### config.mk
export PLATFORM = sky130hd
export DESIGN_NAME = dsbc_top
export DESIGN_NICKNAME = d
export VERILOG_FILES = /design/src/logic/dsbc_pkg.sv /design/src/logic/dsbc_tick_div.sv /design/src/logic/dsbc_top.sv
export SDC_FILE = /design/constraint.sdc
export NUM_CORES = 1
export LEC_CHECK = 0
export BUFFER_PORTS_ARGS = -buffer_cell sky130_fd_sc_hd__clkbuf_2
export CORE_MARGIN = 10
export CORE_UTILIZATION = 45
export CTS_CLUSTER_DIAMETER = 80
export CTS_CLUSTER_SIZE = 10
export DETAILED_ROUTE_END_ITERATION = 16
export GPL_TIMING_DRIVEN = 0
export PLACE_DENSITY = 0.73
export SLEW_MARGIN = 0
export SYNTH_ARGS = -nofsm -noshare
export SYNTH_HDL_FRONTEND = slang
export SYNTH_SLANG_ARGS = --single-unit
### constraint.sdc
create_clock -name pclk -period 4 [get_ports pclk]
set_input_delay 0.4 -clock pclk [delete_from_list [all_inputs] [get_ports pclk]]
set_output_delay 0.4 -clock pclk [all_outputs]
set_load 0.02 [all_outputs]
### src/logic/dsbc_pkg.sv
// constants, register map and types of the dual state bus controller
package dsbc_pkg;
    localparam int APB_AW = 8;
    // register indices; byte address is four times the index
    localparam logic [7:0] IDX_CLOCK_CONFIG_ONE = 8'h01;
    localparam logic [7:0] IDX_BUS_CONTROL = 8'h09;
    localparam logic [7:0] IDX_MEMORY_WAIT_RECOVERY = 8'h12;
    localparam logic [7:0] IDX_STATUS = 8'h20;
    localparam logic [7:0] RST_CLOCK_CONFIG_ONE = 8'h00;
    localparam logic [7:0] RST_BUS_CONTROL = 8'h00;
    localparam logic [7:0] RST_MEMORY_WAIT_RECOVERY = 8'h00;
    // bus_control fields
    localparam int BC_BUS_CONNECT = 0;
    localparam int BC_BUS_RESET_FORCE = 2;
    localparam int BC_FULL_IO_DECODE = 3;
    // memory_wait_recovery fields
    localparam int MWR_ROM_RECOVERY_DISABLE = 6;
    localparam int MWR_XIO_RECOVERY_DISABLE = 7;
    // clock_config_one fields
    localparam int CC_CPU_SRC = 0;
    localparam int CC_CPU_DIV_LO = 1;
    localparam int CC_ISA_SRC = 4;
    localparam int CC_ISA_DIV_LO = 5;
    localparam int CC_FAST_VISIBLE_ENABLE = 7;
    // divisor codes
    localparam logic [1:0] DIV_CODE_4 = 2'h0;
    localparam logic [1:0] DIV_CODE_1 = 2'h1;
    localparam logic [1:0] DIV_CODE_2 = 2'h2;
    localparam logic [1:0] DIV_CODE_X = 2'h3;
    localparam logic [4:0] CPU_DIV_X = 5'h10;
    localparam logic [4:0] ISA_DIV_X = 5'h03;
    // io decode
    localparam int IO_LOW_BITS = 10;
    localparam int IO_ADDR_W = 16;
    // sync ticks before an unsynced compat cycle
    localparam logic [3:0] UNSYNC_TICKS = 4'h2;
    // ticks of the state machine clock per cycle clock
    localparam logic [3:0] TICKS_PER_CYCLE = 4'h2;

    typedef enum logic [1:0] {
        DSBC_SYNC_EQUAL = 2'h0,
        DSBC_SYNC_HALF = 2'h1,
        DSBC_UNSYNCED = 2'h2,
        DSBC_FAST_VISIBLE = 2'h3
    } dsbc_mode_type;

    typedef enum logic [1:0] {
        DSBC_BUS_S = 2'h0,
        DSBC_BUS_M = 2'h1,
        DSBC_BUS_X = 2'h2
    } dsbc_bus_type;

    typedef enum logic [1:0] {
        DSBC_KIND_OTHER = 2'h0,
        DSBC_KIND_ROM = 2'h1,
        DSBC_KIND_XIO = 2'h2
    } dsbc_kind_type;

    typedef enum logic [3:0] {
        DSBC_IDLE = 4'h0,
        DSBC_STAT = 4'h1,
        DSBC_F_CMD = 4'h5,
        DSBC_A_SYNC = 4'h3,
        DSBC_A_DLY = 4'h2,
        DSBC_A_CMD = 4'h6,
        DSBC_RECOV = 4'h7,
        DSBC_DONE = 4'h4
    } dsbc_state_type;
endpackage

### src/logic/dsbc_tick_div.sv
// enable-pulse divider that makes the state machine clock tick
module dsbc_tick_div #(
    parameter int W = 5
) (
    input wire logic pclk,
    input wire logic presetn,
    input wire logic [W-1:0] ratio,
    output logic tick
);
    logic [W-1:0] cnt_r;

    // ratio of one gives a tick every cycle
    always_ff @(posedge pclk or negedge presetn) begin
        if (!presetn) begin
            cnt_r <= '0;
        end else if (cnt_r + W'(1) >= ratio) begin
            cnt_r <= '0;
        end else begin
            cnt_r <= cnt_r + W'(1);
        end
    end

    assign tick = (cnt_r + W'(1) >= ratio);
endmodule

### src/logic/dsbc_top.sv
// dual state bus controller: decision unit, one shared cycle machine, router, apb registers
module dsbc_top #(
    parameter int DW = 16,
    parameter logic [2:0] DEF_WAITS = 3'h0,
    parameter logic [1:0] DEF_DELAYS = 2'h0
) (
    input wire logic pclk,
    input wire logic presetn,
    input wire logic psel,
    input wire logic penable,
    input wire logic pwrite,
    input wire logic [dsbc_pkg::APB_AW-1:0] paddr,
    input wire logic [31:0] pwdata,
    output logic [31:0] prdata,
    output logic pready,
    output logic pslverr,
    input wire logic cyc_start,
    input wire logic cyc_write,
    input wire logic cyc_io,
    input wire logic cyc_word,
    input wire logic [dsbc_pkg::IO_ADDR_W-1:0] cyc_addr,
    input wire logic [DW-1:0] cyc_wdata,
    output logic [DW-1:0] cyc_rdata,
    output logic cyc_ready,
    input wire logic fb_valid,
    input wire logic fb_fast,
    input wire logic fb_wide,
    input wire logic [2:0] fb_waits,
    input wire logic [1:0] fb_delays,
    input wire logic [1:0] fb_bus,
    input wire logic [1:0] fb_kind,
    output logic cmd_n,
    output logic tgt_a0,
    output logic [DW-1:0] tgt_wdata,
    input wire logic [DW-1:0] tgt_rdata,
    output logic io_addr_ok,
    output logic [dsbc_pkg::IO_LOW_BITS-1:0] io_dec_addr,
    output logic sbus_buf_en,
    output logic sbus_buf_dir,
    output logic mbus_buf_en,
    output logic mbus_buf_dir,
    output logic xbus_buf_en,
    output logic xbus_buf_dir,
    output logic ext_buf_en,
    output logic ext_buf_dir,
    output logic fast_sel,
    input wire logic power_ok_in,
    output logic expansion_reset_out
);
    localparam int HB = DW / 2;

    logic [7:0] clock_config_one_r;
    logic [7:0] bus_control_r;
    logic [7:0] memory_wait_recovery_r;
    dsbc_pkg::dsbc_state_type state_r;
    dsbc_pkg::dsbc_mode_type mode;
    logic [3:0] cnt_r;
    logic req_write_r, req_word_r, req_a0_r, half2_r;
    logic sel_fast_r, sel_wide_r;
    logic [2:0] sel_waits_r;
    logic [1:0] sel_delays_r;
    dsbc_pkg::dsbc_bus_type sel_bus_r;
    dsbc_pkg::dsbc_kind_type sel_kind_r;
    logic [DW-1:0] wdata_r, rdata_r, tgt_wdata_r;
    logic cmd_n_r, tgt_a0_r, io_ok_r;
    logic [dsbc_pkg::IO_LOW_BITS-1:0] io_dec_r;
    logic pwr_s1_r, pwr_s2_r, rst_out_r;
    logic sbus_en_r, mbus_en_r, xbus_en_r, ext_en_r, dir_r;
    logic tick, cyc_phase_r, cyc_tick;
    logic [4:0] cpu_div, isa_div;
    logic apb_wr, hit_ok, recov_need, split, route_hi;
    logic [3:0] cmd_len;

    // divisor decode and clocking mode
    always_comb begin
        unique case (clock_config_one_r[dsbc_pkg::CC_CPU_DIV_LO +: 2])
            dsbc_pkg::DIV_CODE_4: cpu_div = 5'h04;
            dsbc_pkg::DIV_CODE_1: cpu_div = 5'h01;
            dsbc_pkg::DIV_CODE_2: cpu_div = 5'h02;
            dsbc_pkg::DIV_CODE_X: cpu_div = dsbc_pkg::CPU_DIV_X;
        endcase
        unique case (clock_config_one_r[dsbc_pkg::CC_ISA_DIV_LO +: 2])
            dsbc_pkg::DIV_CODE_4: isa_div = 5'h04;
            dsbc_pkg::DIV_CODE_1: isa_div = 5'h01;
            dsbc_pkg::DIV_CODE_2: isa_div = 5'h02;
            dsbc_pkg::DIV_CODE_X: isa_div = dsbc_pkg::ISA_DIV_X;
        endcase
    end

    always_comb begin
        mode = dsbc_pkg::DSBC_UNSYNCED;
        if (clock_config_one_r[dsbc_pkg::CC_CPU_SRC] ==
                clock_config_one_r[dsbc_pkg::CC_ISA_SRC]) begin
            if (cpu_div == isa_div) begin
                mode = clock_config_one_r[dsbc_pkg::CC_FAST_VISIBLE_ENABLE] ?
                    dsbc_pkg::DSBC_FAST_VISIBLE : dsbc_pkg::DSBC_SYNC_EQUAL;
            end else if (isa_div == {cpu_div[3:0], 1'b0}) begin
                mode = dsbc_pkg::DSBC_SYNC_HALF;
            end
        end
    end

    // pclk stands in for the shared source; only the isa ratio matters here
    dsbc_tick_div #(.W(5)) u_tick (
        .pclk(pclk),
        .presetn(presetn),
        .ratio(isa_div),
        .tick(tick)
    );

    // cycle clock phase: every second state machine tick
    always_ff @(posedge pclk or negedge presetn) begin
        if (!presetn) begin
            cyc_phase_r <= 1'b0;
        end else if (tick) begin
            cyc_phase_r <= ~cyc_phase_r;
        end
    end
    assign cyc_tick = tick & cyc_phase_r;

    // apb slave, zero wait, unmapped answers slverr
    assign apb_wr = psel & penable & pwrite;
    assign pready = 1'b1;
    always_comb begin
        hit_ok = 1'b1;
        prdata = 32'h0000_0000;
        unique case (paddr)
            {dsbc_pkg::IDX_CLOCK_CONFIG_ONE[5:0], 2'b00}: prdata[7:0] = clock_config_one_r;
            {dsbc_pkg::IDX_BUS_CONTROL[5:0], 2'b00}: prdata[7:0] = bus_control_r;
            {dsbc_pkg::IDX_MEMORY_WAIT_RECOVERY[5:0], 2'b00}:
                prdata[7:0] = memory_wait_recovery_r;
            {dsbc_pkg::IDX_STATUS[5:0], 2'b00}:
                prdata[9:0] = {rst_out_r, fast_sel, mode, state_r, sel_fast_r, half2_r};
            default: hit_ok = 1'b0;
        endcase
    end
    assign pslverr = psel & penable & ~hit_ok;

    always_ff @(posedge pclk or negedge presetn) begin
        if (!presetn) begin
            clock_config_one_r <= dsbc_pkg::RST_CLOCK_CONFIG_ONE;
            bus_control_r <= dsbc_pkg::RST_BUS_CONTROL;
            memory_wait_recovery_r <= dsbc_pkg::RST_MEMORY_WAIT_RECOVERY;
        end else if (apb_wr) begin
            if (paddr == {dsbc_pkg::IDX_CLOCK_CONFIG_ONE[5:0], 2'b00}) begin
                clock_config_one_r <= pwdata[7:0];
            end
            if (paddr == {dsbc_pkg::IDX_BUS_CONTROL[5:0], 2'b00}) begin
                bus_control_r <= pwdata[7:0];
            end
            if (paddr == {dsbc_pkg::IDX_MEMORY_WAIT_RECOVERY[5:0], 2'b00}) begin
                memory_wait_recovery_r <= pwdata[7:0];
            end
        end
    end

    // expansion bus reset: power ok is a pin, synchronised first
    always_ff @(posedge pclk or negedge presetn) begin
        if (!presetn) begin
            pwr_s1_r <= 1'b0;
            pwr_s2_r <= 1'b0;
            rst_out_r <= 1'b1;
        end else begin
            pwr_s1_r <= power_ok_in;
            pwr_s2_r <= pwr_s1_r;
            rst_out_r <= ~pwr_s2_r | bus_control_r[dsbc_pkg::BC_BUS_RESET_FORCE];
        end
    end
    assign expansion_reset_out = rst_out_r;

    // sizing and recovery decisions for the latched cycle
    assign split = req_word_r & ~sel_wide_r;
    assign route_hi = ~sel_wide_r & (half2_r | (~req_word_r & req_a0_r));
    assign cmd_len = 4'((sel_waits_r + 3'h1) * dsbc_pkg::TICKS_PER_CYCLE - 4'h1);
    always_comb begin
        recov_need = 1'b0;
        if (sel_kind_r == dsbc_pkg::DSBC_KIND_ROM) begin
            recov_need = ~memory_wait_recovery_r[dsbc_pkg::MWR_ROM_RECOVERY_DISABLE];
        end else if (sel_kind_r == dsbc_pkg::DSBC_KIND_XIO) begin
            recov_need = ~memory_wait_recovery_r[dsbc_pkg::MWR_XIO_RECOVERY_DISABLE];
        end
    end

    // request and feedback capture, one selection per cycle
    always_ff @(posedge pclk or negedge presetn) begin
        if (!presetn) begin
            req_write_r <= 1'b0;
            req_word_r <= 1'b0;
            req_a0_r <= 1'b0;
            wdata_r <= '0;
            sel_fast_r <= 1'b0;
            sel_wide_r <= 1'b0;
            sel_waits_r <= 3'h0;
            sel_delays_r <= 2'h0;
            sel_bus_r <= dsbc_pkg::DSBC_BUS_S;
            sel_kind_r <= dsbc_pkg::DSBC_KIND_OTHER;
            io_ok_r <= 1'b0;
            io_dec_r <= '0;
        end else if (state_r == dsbc_pkg::DSBC_IDLE && cyc_start) begin
            req_write_r <= cyc_write;
            req_word_r <= cyc_word;
            req_a0_r <= cyc_addr[0];
            wdata_r <= cyc_wdata;
            io_dec_r <= cyc_addr[dsbc_pkg::IO_LOW_BITS-1:0];
            io_ok_r <= ~cyc_io | ~bus_control_r[dsbc_pkg::BC_FULL_IO_DECODE] |
                (cyc_addr[dsbc_pkg::IO_ADDR_W-1:dsbc_pkg::IO_LOW_BITS] == '0);
            if (fb_valid) begin
                sel_fast_r <= fb_fast;
                sel_wide_r <= fb_wide;
                sel_waits_r <= fb_waits;
                sel_delays_r <= fb_delays;
                sel_bus_r <= dsbc_pkg::dsbc_bus_type'(fb_bus);
                sel_kind_r <= dsbc_pkg::dsbc_kind_type'(fb_kind);
            end else begin
                // silence on feedback means an expansion cycle
                sel_fast_r <= 1'b0;
                sel_wide_r <= 1'b1;
                sel_waits_r <= DEF_WAITS;
                sel_delays_r <= DEF_DELAYS;
                sel_bus_r <= dsbc_pkg::DSBC_BUS_S;
                sel_kind_r <= dsbc_pkg::DSBC_KIND_OTHER;
            end
        end
    end

    // cycle state machine shared by fast and compat paths
    always_ff @(posedge pclk or negedge presetn) begin
        if (!presetn) begin
            state_r <= dsbc_pkg::DSBC_IDLE;
            cnt_r <= 4'h0;
            half2_r <= 1'b0;
        end else begin
            unique case (state_r)
                dsbc_pkg::DSBC_IDLE: begin
                    half2_r <= 1'b0;
                    if (cyc_start) begin
                        state_r <= dsbc_pkg::DSBC_STAT;
                    end
                end
                dsbc_pkg::DSBC_STAT: begin
                    if (sel_fast_r) begin
                        state_r <= dsbc_pkg::DSBC_F_CMD;
                        cnt_r <= {1'b0, sel_waits_r};
                    end else begin
                        state_r <= dsbc_pkg::DSBC_A_SYNC;
                        cnt_r <= (mode == dsbc_pkg::DSBC_UNSYNCED) ?
                            dsbc_pkg::UNSYNC_TICKS : 4'h0;
                    end
                end
                dsbc_pkg::DSBC_F_CMD: begin
                    if (cnt_r == 4'h0) begin
                        state_r <= recov_need ? dsbc_pkg::DSBC_RECOV :
                            dsbc_pkg::DSBC_DONE;
                    end else begin
                        cnt_r <= cnt_r - 4'h1;
                    end
                end
                dsbc_pkg::DSBC_A_SYNC: begin
                    // equal clocks start at once, half rate waits for the cycle phase
                    if (mode == dsbc_pkg::DSBC_SYNC_HALF) begin
                        if (cyc_tick) begin
                            state_r <= dsbc_pkg::DSBC_A_DLY;
                            cnt_r <= {2'b00, sel_delays_r};
                        end
                    end else if (mode == dsbc_pkg::DSBC_UNSYNCED) begin
                        if (tick) begin
                            if (cnt_r == 4'h0) begin
                                state_r <= dsbc_pkg::DSBC_A_DLY;
                                cnt_r <= {2'b00, sel_delays_r};
                            end else begin
                                cnt_r <= cnt_r - 4'h1;
                            end
                        end
                    end else begin
                        state_r <= dsbc_pkg::DSBC_A_DLY;
                        cnt_r <= {2'b00, sel_delays_r};
                    end
                end
                dsbc_pkg::DSBC_A_DLY: begin
                    if (tick) begin
                        if (cnt_r == 4'h0) begin
                            state_r <= dsbc_pkg::DSBC_A_CMD;
                            cnt_r <= cmd_len;
                        end else begin
                            cnt_r <= cnt_r - 4'h1;
                        end
                    end
                end
                dsbc_pkg::DSBC_A_CMD: begin
                    if (tick) begin
                        if (cnt_r != 4'h0) begin
                            cnt_r <= cnt_r - 4'h1;
                        end else if (split && !half2_r) begin
                            half2_r <= 1'b1;
                            state_r <= dsbc_pkg::DSBC_A_DLY;
                            cnt_r <= {2'b00, sel_delays_r};
                        end else begin
                            state_r <= recov_need ? dsbc_pkg::DSBC_RECOV :
                                dsbc_pkg::DSBC_DONE;
                        end
                    end
                end
                dsbc_pkg::DSBC_RECOV: state_r <= dsbc_pkg::DSBC_DONE;
                dsbc_pkg::DSBC_DONE: state_r <= dsbc_pkg::DSBC_IDLE;
                default: state_r <= dsbc_pkg::DSBC_IDLE;
            endcase
        end
    end

    // synchronous ready, one cycle, after command and any recovery
    assign cyc_ready = (state_r == dsbc_pkg::DSBC_DONE);

    // command strobe, address bit and lanes, registered
    always_ff @(posedge pclk or negedge presetn) begin
        if (!presetn) begin
            cmd_n_r <= 1'b1;
            tgt_a0_r <= 1'b0;
            tgt_wdata_r <= '0;
            rdata_r <= '0;
        end else begin
            cmd_n_r <= ~((state_r == dsbc_pkg::DSBC_STAT && sel_fast_r) ||
                (state_r == dsbc_pkg::DSBC_F_CMD && cnt_r != 4'h0) ||
                (state_r == dsbc_pkg::DSBC_A_DLY && tick && cnt_r == 4'h0) ||
                (state_r == dsbc_pkg::DSBC_A_CMD && !(tick && cnt_r == 4'h0)));
            tgt_a0_r <= req_a0_r ^ half2_r;
            tgt_wdata_r[DW-1:HB] <= wdata_r[DW-1:HB];
            tgt_wdata_r[HB-1:0] <= route_hi ? wdata_r[DW-1:HB] : wdata_r[HB-1:0];
            // read data of a disconnected expansion cycle is taken but meaningless
            if ((state_r == dsbc_pkg::DSBC_F_CMD && cnt_r == 4'h0) ||
                    (state_r == dsbc_pkg::DSBC_A_CMD && tick && cnt_r == 4'h0)) begin
                if (sel_wide_r) begin
                    rdata_r <= tgt_rdata;
                end else if (route_hi) begin
                    rdata_r[DW-1:HB] <= tgt_rdata[HB-1:0];
                end else begin
                    rdata_r[HB-1:0] <= tgt_rdata[HB-1:0];
                end
            end
        end
    end

    // router: buffers follow the latched target bus from status through command, not in recovery; s bus and ext buffers only with bus connect set
    always_ff @(posedge pclk or negedge presetn) begin
        if (!presetn) begin
            sbus_en_r <= 1'b0;
            mbus_en_r <= 1'b0;
            xbus_en_r <= 1'b0;
            ext_en_r <= 1'b0;
            dir_r <= 1'b0;
        end else begin
            sbus_en_r <= 1'b0;
            mbus_en_r <= 1'b0;
            xbus_en_r <= 1'b0;
            ext_en_r <= 1'b0;
            dir_r <= ~req_write_r;
            if (state_r != dsbc_pkg::DSBC_IDLE && state_r != dsbc_pkg::DSBC_DONE &&
                    state_r != dsbc_pkg::DSBC_RECOV) begin
                unique case (sel_bus_r)
                    dsbc_pkg::DSBC_BUS_S: begin
                        sbus_en_r <= bus_control_r[dsbc_pkg::BC_BUS_CONNECT];
                        ext_en_r <= bus_control_r[dsbc_pkg::BC_BUS_CONNECT];
                    end
                    dsbc_pkg::DSBC_BUS_M: mbus_en_r <= 1'b1;
                    dsbc_pkg::DSBC_BUS_X: xbus_en_r <= 1'b1;
                    default: ;
                endcase
            end
        end
    end

    assign cmd_n = cmd_n_r;
    assign tgt_a0 = tgt_a0_r;
    assign tgt_wdata = tgt_wdata_r;
    assign cyc_rdata = rdata_r;
    assign io_addr_ok = io_ok_r;
    assign io_dec_addr = io_dec_r;
    assign sbus_buf_en = sbus_en_r;
    assign mbus_buf_en = mbus_en_r;
    assign xbus_buf_en = xbus_en_r;
    assign ext_buf_en = ext_en_r;
    assign sbus_buf_dir = dir_r;
    assign mbus_buf_dir = dir_r;
    assign xbus_buf_dir = dir_r;
    assign ext_buf_dir = dir_r;
    assign fast_sel = sel_fast_r;
endmodule

-- Yosys cells after proc, flatten, opt, wreduce, memory -nomap -nowiden
Cells that the tools add are included.
- register bits after elaboration: 121
- bits in latches: 0
- RAM bits: 0
- memory bits (read-only): 0
- input bits: 110
- output and inout port bits: 90
- word-level logic and storage cells: 201
- memories kept: 0
- $add $sub $neg: 4
- multiply operators: 0
- divide/modulo/power cells: 0
- $lt $le $gt $ge: 1
- equality and inequality tests: 41
- shift operators: 0
- multiplexer cells: 61
- bitwise gates (word level): 23
- reductions and logical operators: 39
- operator list (operator ; number):
    4-bit 2-to-1 mux ; 22
    5-bit case mux with 4 select lines ; 2
    8-bit case mux with 4 select lines ; 1
    4-bit case mux with 7 select lines ; 1
    8-bit 2-to-1 mux ; 3
    2-bit 2-to-1 mux ; 10
    4-bit case mux with 5 select lines ; 1
    2-bit inequality test, second input constant ; 9
    4-bit by 3-bit == test with 1-bit output, second input constant ; 4
    16-bit 2-to-1 mux ; 1
    2-bit == test, second input constant ; 7
    1-bit 2-to-1 mux ; 14
    1-bit logical AND ; 13
    3-bit 2-to-1 mux ; 4
    1-bit NOT ; 11
    2-bit by 1-bit == test with 1-bit output, second input constant ; 5
    5-bit == test ; 2
    2-bit AND reduction ; 5
    9-bit AND reduction ; 1
    4-bit by 2-bit == test with 1-bit output, second input constant ; 2
    8-bit by 3-bit == test with 1-bit output, second input constant ; 1
    8-bit by 6-bit == test with 1-bit output, second input constant ; 1
    8-bit by 7-bit == test with 1-bit output, second input constant ; 1
    8-bit == test, second input constant ; 1
    25 further kinds ; 47

-- Longest topological paths before layout
Gate-level depths: netlist of the first run.
- word-level depth: 10
- depth in mapped cells: 10
- mapped depth without buffers: 9

-- Modules after synthesis
Synthesis of the first run repeated with hierarchy kept, for this count alone.
- cells, all modules: 571
- area, all modules: 5831.8 um^2
- by module, submodules not included (module ; times used ; cells each ; area each (um^2) ; sequential area each (um^2)):
    dsbc_top ; 1 ; 536 ; 5481.5 ; 2855.2
    dsbc_tick_div ; 1 ; 35 ; 350.3 ; 125.1

-- Least setup slack after synthesis of the first run
Ideal clock, no wire load.
- path kind: register -> register
- start: reg u_tick.cnt_r[0]
- end: reg rdata_r[0], in the netlist cyc_rdata[0]
- library setup time: 0.125 ns
- data arrival time: 2.408 ns
- data required time: 3.875 ns
- slack: 1.467 ns
- stages on the path, launching flop included: 9
- buffers on the path: 0
- clock period less this slack: 2.533 ns
- path through: dfrtp_1 ha_1 ha_1 or3b_1 a21oi_2 and2_1 nor2_1 o2111ai_2 mux2_2
- cells in the longest elaborated chain, start to end: 6
- ends and longest elaborated chain (element ; RTL line ; text):
    from (decl) ; dsbc_tick_div.sv:10 ; logic [W-1:0] cnt_r;
    from (signal assigned) ; dsbc_tick_div.sv:19 ; cnt_r <= cnt_r + W'(1);
    5-bit by 1-bit adder with 5-bit output ; dsbc_tick_div.sv:23 ; assign tick = (cnt_r + W'(1) >= ratio);
    5-bit >= comparator ; dsbc_tick_div.sv:23 ;
    1-bit logical AND (2 in a row) ; dsbc_top.sv:330 ; (state_r == dsbc_pkg::DSBC_A_CMD && tick && cnt_r == 4'h0)) begin
    1-bit logical OR ; dsbc_top.sv:329 ; if ((state_r == dsbc_pkg::DSBC_F_CMD && cnt_r == 4'h0) ||
    2-bit AND reduction (no line) ; - ;
    to (signal assigned) ; dsbc_top.sv:332 ; rdata_r <= tgt_rdata;
    to (signal, indexed assignment) ; dsbc_top.sv:334 ; rdata_r[DW-1:HB] <= tgt_rdata[HB-1:0];
    to (signal, indexed assignment) ; dsbc_top.sv:336 ; rdata_r[HB-1:0] <= tgt_rdata[HB-1:0];
    to (decl) ; dsbc_top.sv:64 ; logic [DW-1:0] wdata_r, rdata_r, tgt_wdata_r;
No other way between the ends.
A chain may end at the register's enable or synchronous reset.

-- Final worst setup path of the first run
- start: reg state_r[2]
- end: out prdata[4]
- cells in the longest elaborated chain, start to end: 1
- ends and longest elaborated chain (element ; RTL line ; text):
    from (decl) ; dsbc_top.sv:55 ; dsbc_pkg::dsbc_state_type state_r;
    from (signal assigned) ; dsbc_top.sv:229 ; state_r <= dsbc_pkg::DSBC_IDLE;
    from (signal assigned) ; dsbc_top.sv:237 ; state_r <= dsbc_pkg::DSBC_STAT;
    from (signal assigned) ; dsbc_top.sv:242 ; state_r <= dsbc_pkg::DSBC_F_CMD;
    8-bit case mux with 4 select lines ; dsbc_top.sv:127 ; unique case (paddr)
    to (decl) ; dsbc_top.sv:14 ; output logic [31:0] prdata,
No other way between the ends.

==> flow_summary.json, run 1 <==
{
  "worstPathArrival_ns": 2.64,
  "pre_cts_ws_ns": 1.12,
  "setup_slack_ns": 0.960,
  "first_global_vias": 5112,
  "rsz0062_at_grt": "no",
  "antenna_found_initial": 0,
  "track_usage_pct": 18.1,
  "die_area_um2": 17700,
  "numCtsBuffers": 17,
  "synth_warnings": 0,
  "fin_worst_skew_ns": 0.00776,
  "die_w_um": 133,
  "period_share_pct": 76.0,
  "drc": 0,
  "cts-resized-gates": 0,
  "max_slew.worst_pin.slew_ns": 1.06,
  "synthFlopType": "dfrtp_1",
  "end_kind": "output port",
  "io_pins": 200,
  "fin_area_um2": 7430,
  "synth_edf_count": 0,
  "grt_overflow_total": 0,
  "cts_max_level": 4,
  "synth_seq_area_share_pct": 51.7,
  "maxCapViolations": 0,
  "clockBufferDepth": 2,
  "clock_latency_ns": 0.41,
  "layout.nets": 867,
  "drt-pass1-iter-count": 5,
  "synth_cell_types": 68,
  "setup_violations": 0,
  "tns_ns": 0,
  "gp_congestion": 0.943,
  "fin_crit_ns": 3.04,
  "cp.required_ns": 3.60,
  "hp-class": "in -> reg",
  "num_vias": 4713,
  "dp_hpwl_um": 11900,
  "powerDensity_nw_per_um2": 730,
  "final_cell_mix": "151 x clkbuf_2, 130 x nand2_1, 117 x dfrtp_1",
  "placed_area_um2": 6840,
  "start_util_pct": 45.9,
  "p_leak_nw": 3.88,
  "worstSetupPathType": "reg -> out",
  "syn_avg_cell_area_um2": 10.4,
  "area_growth_pct": 28.8,
  "synth-async-reset-ratio_pct": 100,
  "grt_max_degree": 120,
  "cts_sinks": 119,
  "max_freq_ghz": 0.329,
  "outcome": "finished clean",
  "antenna_left": 0,
  "wl_um": 15800,
  "layout_commonest_cell": "clkbuf_2",
  "wl_per_cell_um": 16.9,
  "chipHeight_um": 133,
  "clockRootBuffer": "clkbuf_16",
  "drv_slew": 0,
  "syn_area_um2": 5760,
  "row_count": 41,
  "synthCells": 555,
  "max-vdd-ir-drop_uv": 487,
  "via_per_inst": 5.05,
  "cts-hold-fix-buffers": 0,
  "relSlewSlack_pct": 29.2,
  "core-area_um2": 12600,
  "n_antenna_cell": 0,
  "cp_max_fo": 10,
  "hold_viol_final": 0,
  "cts_tree": "built",
  "post_cts_buffers": 0,
  "rrSetupSlack_ns": 1.10,
  "drt_iter0_markers": 350,
  "grt_pass1_wl_um": 26100,
  "cp-start-kind": "register",
  "io_buffers": 152,
  "path_clk_slew_ns": 0.06,
  "synth_seq_cells": 119,
  "layout-drive-gt1-share_pct": 31.7
}
-- synth_stat cells (all sizes together) (2+ instances only) --
cell type	number	area, µm²
nand2	130	488
dfrtp	117	2930
mux2	56	631
buf	30	220
nor2	25	96.4
clkbuf	21	78.8
nand3	18	95.1
o21ai	18	90.1
a21oi	11	58.8
inv	11	41.3
ha	8	100
a222oi	6	60.1
xor2	6	52.6
nand2b	5	31.3
or3	5	36.3
a31oi	4	25.0
and2	4	25.0
and3	4	25.0
nor2b	4	25.0
nor3	4	20.0
nor3b	4	30.0
nor4	4	25.0
nor4b	4	47.6
o211ai	4	30.0
xnor2	4	35.0
nand4	3	18.8
o21a	3	30.0
o22ai	3	25.0
or2	3	18.8
or3b	3	28.8
a22o	2	17.5
a22oi	2	15.0
conb	2	7.51
dfstp	2	52.6
nand4b	2	17.5
nand4bb	2	22.5
o211a	2	20.0
o31ai	2	15.0
-- power breakdown --
group / internal, W / switching (W) / total, W
logic: 0.000748 / 0.00127 / 0.00201
clock network: 0.00101 / 0.000527 / 0.00153
registers: 0.00161 / 0.000259 / 0.00187
total: 0.00337 / 0.00205 / 0.00542
-- final cells by class --
| class | instances | area (µm²) |
|---|---|---|
| timing repair buffer | 152 | 769 |
| buffer | 51 | 299 |
| fill | 1072 | 5140 |
| tap | 172 | 215 |
| multi-input combinational | 397 | 2530 |
| clock inverter | 8 | 123 |
| sequential | 119 | 2980 |
| inverter | 11 | 41.3 |
| clock buffer | 23 | 468 |
-- worst paths after layout --
kind                                 start                to  depth (start not counted)
min reg2reg                       pwr_s1_r          pwr_s2_r                          0
max reg2reg                u_tick.cnt_r[0]      cyc_rdata[3]                          8
max in group asynchronous          presetn        wdata_r[6]                          1
min in group asynchronous          presetn  bus_control_r[5]                          1
max                             state_r[2]         prdata[4]                          6
min                            power_ok_in          pwr_s1_r                          1
-- per-layer routing --
layer | part of all wire (%) | up-vias | GRT usage [%] | routed length (µm)
met1 | 39 | 2247 | 20.2 | 6120
met4 | 1.8 | 0 | 6.05 | 284
met2 | 50 | 177 | 30.2 | 7840
met5 | 0 | - | 0 | 0
li1 | - | 2262 | - | -
met3 | 9.9 | 27 | 8.20 | 1560
-- through the flow --
| step | hold WS (ns) | utilization [%] | instances | power, W |
|---|---|---|---|---|
| 2_1_floorplan | 0.104 | - | 578 | 0.00321 |
| 3_3_place_gp | 0.334 | 54.3 | 902 | 0.00384 |
| 3_5_place_dp | 0.349 | 54.4 | 902 | 0.00390 |
| 4_1_cts | 0.0769 | 59.1 | 933 | 0.00545 |
| 5_1_grt | 0.0846 | 59.1 | 933 | 0.00576 |
| 6_report | 0.0894 | 59.1 | 933 | 0.00542 |
-- flip-flops by register name, summed over array words and instances, names as in the netlist, 3 cells and up --
signal,count
bus_control_r,8
clock_config_one_r,8
cnt_r,4
cyc_rdata,16
io_dec_addr,10
memory_wait_recovery_r,8
sel_waits_r,3
state_r,3
tgt_wdata,16
u_tick.cnt_r,5
wdata_r,16
-- cells by family (layout without fill, tap and decap cells) --
| group | count (synthesis) | after routing | synth area share (%) |
|---|---|---|---|
| mux | 57 | 57 | 11.1 |
| other cells | 2 | 25 | 0.130 |
| fa+ha+maj | 8 | 8 | 1.74 |
| compound gates | 70 | 70 | 9.25 |
| buf+inv | 62 | 245 | 5.90 |
| xor+xnor | 10 | 10 | 1.52 |
| simple gates | 227 | 227 | 18.6 |
| flops | 119 | 119 | 51.7 |
-- critical path, cell delays in order, from the launching register on --
cell and delay (ns):
dfrtp_1 0.42, clkbuf_1 0.39, clkbuf_1 0.42, clkbuf_1 0.48, a222oi_1 0.21, nand2_1 0.12
clkbuf_2 0.17
Power figures use the tool's default switching activity.
==> run 2, diff against run 1 <==
--- a/config.mk
+++ b/config.mk
@@ -5,6 +5,7 @@
 export SDC_FILE = /design/constraint.sdc
 export NUM_CORES = 1
 export LEC_CHECK = 0
+export ABC_AREA = 1
 export BUFFER_PORTS_ARGS = -buffer_cell sky130_fd_sc_hd__clkbuf_2
 export CORE_MARGIN = 10
 export CORE_UTILIZATION = 45
@@ -12,7 +13,7 @@
 export CTS_CLUSTER_SIZE = 10
 export DETAILED_ROUTE_END_ITERATION = 16
 export GPL_TIMING_DRIVEN = 0
-export PLACE_DENSITY = 0.73
+export PLACE_DENSITY = 0.76
 export SLEW_MARGIN = 0
 export SYNTH_ARGS = -nofsm -noshare
 export SYNTH_HDL_FRONTEND = slang
==> constraint.sdc (replaced) <==
create_clock -name pclk -period 2.7 [get_ports pclk]
set_input_delay 0.27 -clock pclk [delete_from_list [all_inputs] [get_ports pclk]]
set_output_delay 0.27 -clock pclk [all_outputs]
set_load 0.02 [all_outputs]
==> flow_summary.json, run 2 <==
{
  "clockBufferDepth": 2,
  "dp_hpwl_um": 12200,
  "drt-pass1-iter-count": 4,
  "worstPathCellList": "inv_1, nand2_1, nand3_1, nand3_1, buf_2, a21oi_1, o21ai_0, clkbuf_2",
  "io_pins": 200,
  "setup_violations": 0,
  "cts_tree": "built",
  "p_switching_w": 0.00319,
  "worstSetupStartpoint": "clock_config_one_r[6]",
  "intPower_w": 0.00473,
  "synth_top_area_share_pct": 50.1,
  "synthCells": 710,
  "rsz0062_at_grt": "no",
  "max_freq_ghz": 0.427,
  "hold_viol_final": 0,
  "die_area_um2": 17900,
  "clock_latency_ns": 0.43,
  "switching_share_pct": 40.3,
  "yosys.area.top_type": "dfrtp_1",
  "synth_seq_area_share_pct": 51.0,
  "grt_overflow_total": 0,
  "worstSetupPathType": "reg -> out",
  "cp_max_fo": 10,
  "synth_warnings": 0,
  "end_kind": "output port",
  "io_buffers": 152,
  "setup.worst_path.end": "prdata[7]",
  "layout.nets": 1025,
  "relSlewSlack_pct": 54.9,
  "wl_per_cell_um": 14.6,
  "tns_ns": 0,
  "period_share_pct": 86.8,
  "max_slew.worst_pin.slew_ns": 0.671,
  "core-area_um2": 12700,
  "seqPwrFrac_pct": 35.1,
  "first_global_vias": 5197,
  "outcome": "finished clean",
  "grt_max_degree": 97,
  "numCtsBuffers": 17,
  "num_vias": 5173,
  "syn_avg_cell_area_um2": 8.23,
  "syn_area_um2": 5840,
  "rrSetupSlack_ns": 0.56,
  "cts_max_level": 4,
  "worstPathArrival_ns": 2.07,
  "critPathMostFrequentCell": "nand3_1",
  "yosys-top-cells-area": "dfrtp_1 50%, nand2_1 14%, o21ai_0 5.8%",
  "n_antenna_cell": 0,
  "cpLargestDelayFamily": "buffers and inverters",
  "maxCapViolations": 0,
  "drv_slew": 0,
  "layout-drive-gt1-share_pct": 28.4,
  "p_leak_nw": 4.06,
  "post_cts_buffers": 0,
  "row_count": 41,
  "drt_iter0_markers": 362,
  "synthTopCellsByCount": "219 x nand2_1, 117 x dfrtp_1, 77 x inv_1",
  "wl_um": 15900,
  "area_growth_pct": 28.9,
  "fin_worst_skew_ns": 0.0117,
  "synthFlopType": "dfrtp_1",
  "hp-class": "in -> reg",
  "cts-resized-gates": 0,
  "synth_seq_cells": 119,
  "synth_edf_count": 0,
  "cp-start-kind": "register",
  "gp_congestion": 0.890,
  "r2r_end": "cyc_rdata[14]",
  "max-vdd-ir-drop_uv": 631,
  "cp.required_ns": 2.43,
  "track_usage_pct": 17.8,
  "placed_cells": 1058,
  "clockRootBuffer": "clkbuf_16",
  "crit_buf_inv": 3,
  "powerDensity_nw_per_um2": 1050,
  "synth_cell_types": 41,
  "fin_crit_ns": 2.34,
  "critPathSlowestCell": "dfrtp_1",
  "grt_pass1_wl_um": 25700,
  "antenna_found_initial": 0,
  "cts_sinks": 119,
  "p_comb_share_pct": 37.7,
  "path_clk_slew_ns": 0.06,
  "clkPwrFrac_pct": 27.2,
  "cpPeakStageDelay_ns": 0.45,
  "synth-async-reset-ratio_pct": 100,
  "antenna_left": 0,
  "fin_cells": 1092,
  "reg2reg_depth": 12,
  "timing.rr.start": "u_tick.cnt_r[0]",
  "chipHeight_um": 134,
  "drc": 0,
  "path_depth": 8,
  "via_per_inst": 4.74,
  "die_w_um": 134,
  "layout_commonest_cell": "nand2_1",
  "start_util_pct": 46.1,
  "final_cell_mix": "219 x nand2_1, 151 x clkbuf_2, 117 x dfrtp_1",
  "post-synth-top-count-cell": "nand2_1"
}
-- run 2: cell types whose count changed in the layout (fill, tap and decap cells not counted), moves of 16 or more --
cell | before | now
nand3_1 | 17 | 34
inv_1 | 10 | 77
mux2_1 | 40 | 0
o21ai_0 | 8 | 68
mux2_2 | 16 | 0
nand2_1 | 130 | 219
-- run 2: what timing repair did --
item / 4_1_cts / 5_1_grt
hold buffers: 2 / 0
setup endpoints to repair: 0 / 0
hold endpoints to repair: 24 / 0
-- run 2: final cells by class --
cell class,instances,area (µm²)
clock buffers,19,453
flip-flops and latches,119,2980
clock inverters,13,120
well taps,172,215
repair buffers,155,817
multi-input cells,483,2310
inverters,83,312
fillers,1153,5130
plain buffers,48,330
-- run 2: power groups by stage --
stage               logic [W]  clock network [W]  registers (W)
detailed placement    0.00300                  0        0.00279
CTS                   0.00302            0.00219        0.00277
finish                0.00299            0.00216        0.00278
global route          0.00336            0.00226        0.00285
global placement      0.00294                  0        0.00277
floorplan             0.00163                  0        0.00315
-- run 2: per-layer routing --
metal	routed length (µm)	vias to the layer above	part of all wire, %	GRT usage [%]
met4	365	0	2.3	8.28
met1	6500	2396	41	20.2
li1	-	2606	-	-
met3	1060	24	6.7	5.75
met2	8020	147	50	29.9
met5	0	-	0	0
-- run 2: how the worst min path moves through the flow --
stage | start | endpoint | slack [ns] | depth (start not counted)
after global placement | pwr_s1_r | pwr_s2_r | 0.33 | 0
after CTS | cyc_wdata[5] | wdata_r[5] | 0.02 | 3
after floorplan | presetn | bus_control_r[0] | -0.03 | 0
final | cyc_wdata[5] | wdata_r[5] | 0.04 | 3
after detailed placement | presetn | memory_wait_recovery_r[0] | 0.17 | 1
after global routing | cyc_addr[5] | io_dec_addr[5] | 0.05 | 3
-- run 2: cells by family (layout without fill, tap and decap cells) --
group	count (synthesis)	in the layout	share of synthesized area (%)
other	2	25	0.129
AO/OA/AOI/OAI	118	118	11.3
adder cells (fa/ha/maj)	8	8	1.71
flip-flops	119	119	51.0
AND/OR/NAND/NOR	326	326	24.0
buffers and inverters	131	318	11.0
XOR/XNOR	6	6	0.899
-- run 2: tightest hold or removal path: stages --
cell      delay, ns
clkbuf_2       0.07
nand2_1        0.04
nand2_1        0.04
-- run 2: per-stage QoR --
| stage | cell area (µm²) | utilization, % | power (W) | setup WS [ns] | hold slack, ns |
|---|---|---|---|---|---|
| after floorplan | 5930 | - | 0.00477 | 0.799 | -0.0256 |
| after global placement | 6910 | 54.5 | 0.00571 | -0.407 | 0.335 |
| after detailed placement | 6940 | 54.8 | 0.00579 | 0.528 | 0.166 |
| after CTS | 7540 | 59.5 | 0.00799 | 0.321 | 0.0194 |
| after global routing | 7540 | 59.5 | 0.00847 | 0.203 | 0.0466 |
| final | 7540 | 59.5 | 0.00792 | 0.357 | 0.0361 |
==> run 3, diff against run 2 <==
--- a/config.mk
+++ b/config.mk
@@ -12,7 +12,7 @@
 export CTS_CLUSTER_DIAMETER = 80
 export CTS_CLUSTER_SIZE = 10
 export DETAILED_ROUTE_END_ITERATION = 16
-export GPL_TIMING_DRIVEN = 0
+export GPL_TIMING_DRIVEN = 1
 export PLACE_DENSITY = 0.76
 export SLEW_MARGIN = 0
 export SYNTH_ARGS = -nofsm -noshare
==> flow_summary.json, run 3 (same netlist as run 2, synthesis figures left out) <==
{
  "num_vias": 4965,
  "cp.required_ns": 2.43,
  "dp_hpwl_um": 11500,
  "max_freq_ghz": 0.416,
  "die_w_um": 134,
  "end_kind": "output port",
  "layout-drive-gt1-share_pct": 25.5,
  "hold_viol_final": 0,
  "numCtsBuffers": 17,
  "p_switching_w": 0.00304,
  "p_comb_share_pct": 35.5,
  "path_clk_slew_ns": 0.05,
  "n_antenna_cell": 0,
  "worstSetupStartpoint": "clock_config_one_r[5]",
  "power_w": 0.00798,
  "via_per_inst": 4.74,
  "switching_share_pct": 38.1,
  "chipHeight_um": 134,
  "core-area_um2": 12700,
  "cts_max_level": 4,
  "reg2reg_depth": 11,
  "seqPwrFrac_pct": 34.8,
  "worstSetupPathType": "reg -> out",
  "clockBufferDepth": 2,
  "r2r_end": "cyc_rdata[3]",
  "track_usage_pct": 16.9,
  "gp_congestion": 0.877,
  "wl_per_cell_um": 14.5,
  "wl_um": 15200,
  "setup.worst_path.end": "prdata[6]",
  "p_leak_nw": 3.90,
  "grt_max_degree": 48,
  "die_area_um2": 17900,
  "io_buffers": 152,
  "maxCapViolations": 0,
  "io_pins": 200,
  "fin_worst_skew_ns": 0.00546,
  "drc": 0,
  "drt-pass1-iter-count": 5,
  "first_global_vias": 4892,
  "antenna_found_initial": 0,
  "start_util_pct": 46.1,
  "cts_sinks": 119,
  "worstPathArrival_ns": 2.13,
  "cp_max_fo": 11,
  "max_slew.worst_pin.slew_ns": 0.680,
  "hp-class": "in -> reg",
  "rsz0062_at_grt": "no",
  "clockRootBuffer": "clkbuf_16",
  "antenna_left": 0,
  "period_share_pct": 89.0,
  "layout_commonest_cell": "nand2_1",
  "grt_pass1_wl_um": 24500,
  "setup_violations": 0,
  "outcome": "finished clean",
  "setup_slack_ns": 0.297,
  "fin_util_pct": 57.5,
  "fin_crit_ns": 2.40,
  "cts_tree": "built",
  "grt_overflow_total": 0,
  "clock_latency_ns": 0.41,
  "cp-start-kind": "register",
  "max-vdd-ir-drop_uv": 627,
  "drt_iter0_markers": 208,
  "clkPwrFrac_pct": 29.6,
  "intPower_w": 0.00494,
  "tns_ns": 0,
  "rrSetupSlack_ns": 0.53,
  "powerDensity_nw_per_um2": 1100,
  "pre_cts_ws_ns": 0.562,
  "area_growth_pct": 24.7,
  "drv_slew": 0,
  "final_cell_mix": "219 x nand2_1, 151 x clkbuf_2, 117 x dfrtp_1",
  "row_count": 41,
  "fin_cells": 1047,
  "placed_cells": 1014,
  "layout.nets": 981,
  "timing.rr.start": "u_tick.cnt_r[0]",
  "worstHoldStart": "cyc_addr[0]",
  "relSlewSlack_pct": 54.3
}
## run 3: cell types whose count changed in the layout (fill, tap and decap cells not counted), sizes merged
| cell | delta |
|---|---|
| buf | -33 |
| bufinv | +3 |
| clkbuf | -6 |
| clkinv | -3 |
| clkinvlp | -3 |
| inv | -3 |
## run 3: power groups by stage
stage | clock network, W | logic (W) | registers [W]
2_1_floorplan | 0 | 0.00163 | 0.00315
3_3_place_gp | 0 | 0.00279 | 0.00277
3_5_place_dp | 0 | 0.00285 | 0.00280
4_1_cts | 0.00240 | 0.00287 | 0.00278
5_1_grt | 0.00249 | 0.00318 | 0.00286
6_report | 0.00237 | 0.00284 | 0.00278
## run 3: worst min path at each step
| stage | to | cells after the start |
|---|---|---|
| floorplan | bus_control_r[0] | 0 |
| global placement | memory_wait_recovery_r[5] | 1 |
| detailed placement | bus_control_r[4] | 1 |
| CTS | io_dec_addr[0] | 3 |
| global route | wdata_r[7] | 3 |
| finish | io_dec_addr[0] | 3 |
## run 3: metrics by stage
step / hold slack, ns / area [µm²]
global route: 0.0476 / 7290
floorplan: -0.0256 / 5930
detailed placement: 0.318 / 6640
global placement: 0.314 / 6640
CTS: 0.0395 / 7290
finish: 0.0538 / 7290
## run 3: layout make-up
cell class	count	area, µm²
fill	1179	5380
clock buffer	24	482
clock inverter	7	143
multi-input combinational	483	2310
timing repair buffer	159	846
tap	172	215
inverter	83	312
sequential	119	2980
## run 3: what timing repair did
item                                    CTS  global route
gates resized for setup                   0             1
endpoints found under the hold margin    43             0
endpoints found under the setup margin    0             1
hold buffers                              2             0
setup buffers                             0             0
## run 3: metal layers
| layer | track usage (%) | part of all wire (%) | vias up |
|---|---|---|---|
| met5 | 0 | 0 | - |
| met4 | 6.35 | 1.6 | 0 |
| met3 | 5.86 | 6.2 | 19 |
| met2 | 28.6 | 51 | 142 |
| met1 | 19.2 | 41 | 2281 |
| li1 | - | - | 2523 |
## run 3: worst max-delay path, stage by stage, from the launching register on
cell       delay [ns]
dfrtp_1          0.48
or2_1            0.29
nand2_1          0.10
nand3_2          0.22
a21oi_1          0.21
nand2_1          0.08
o2111ai_1        0.11
clkbuf_2         0.23
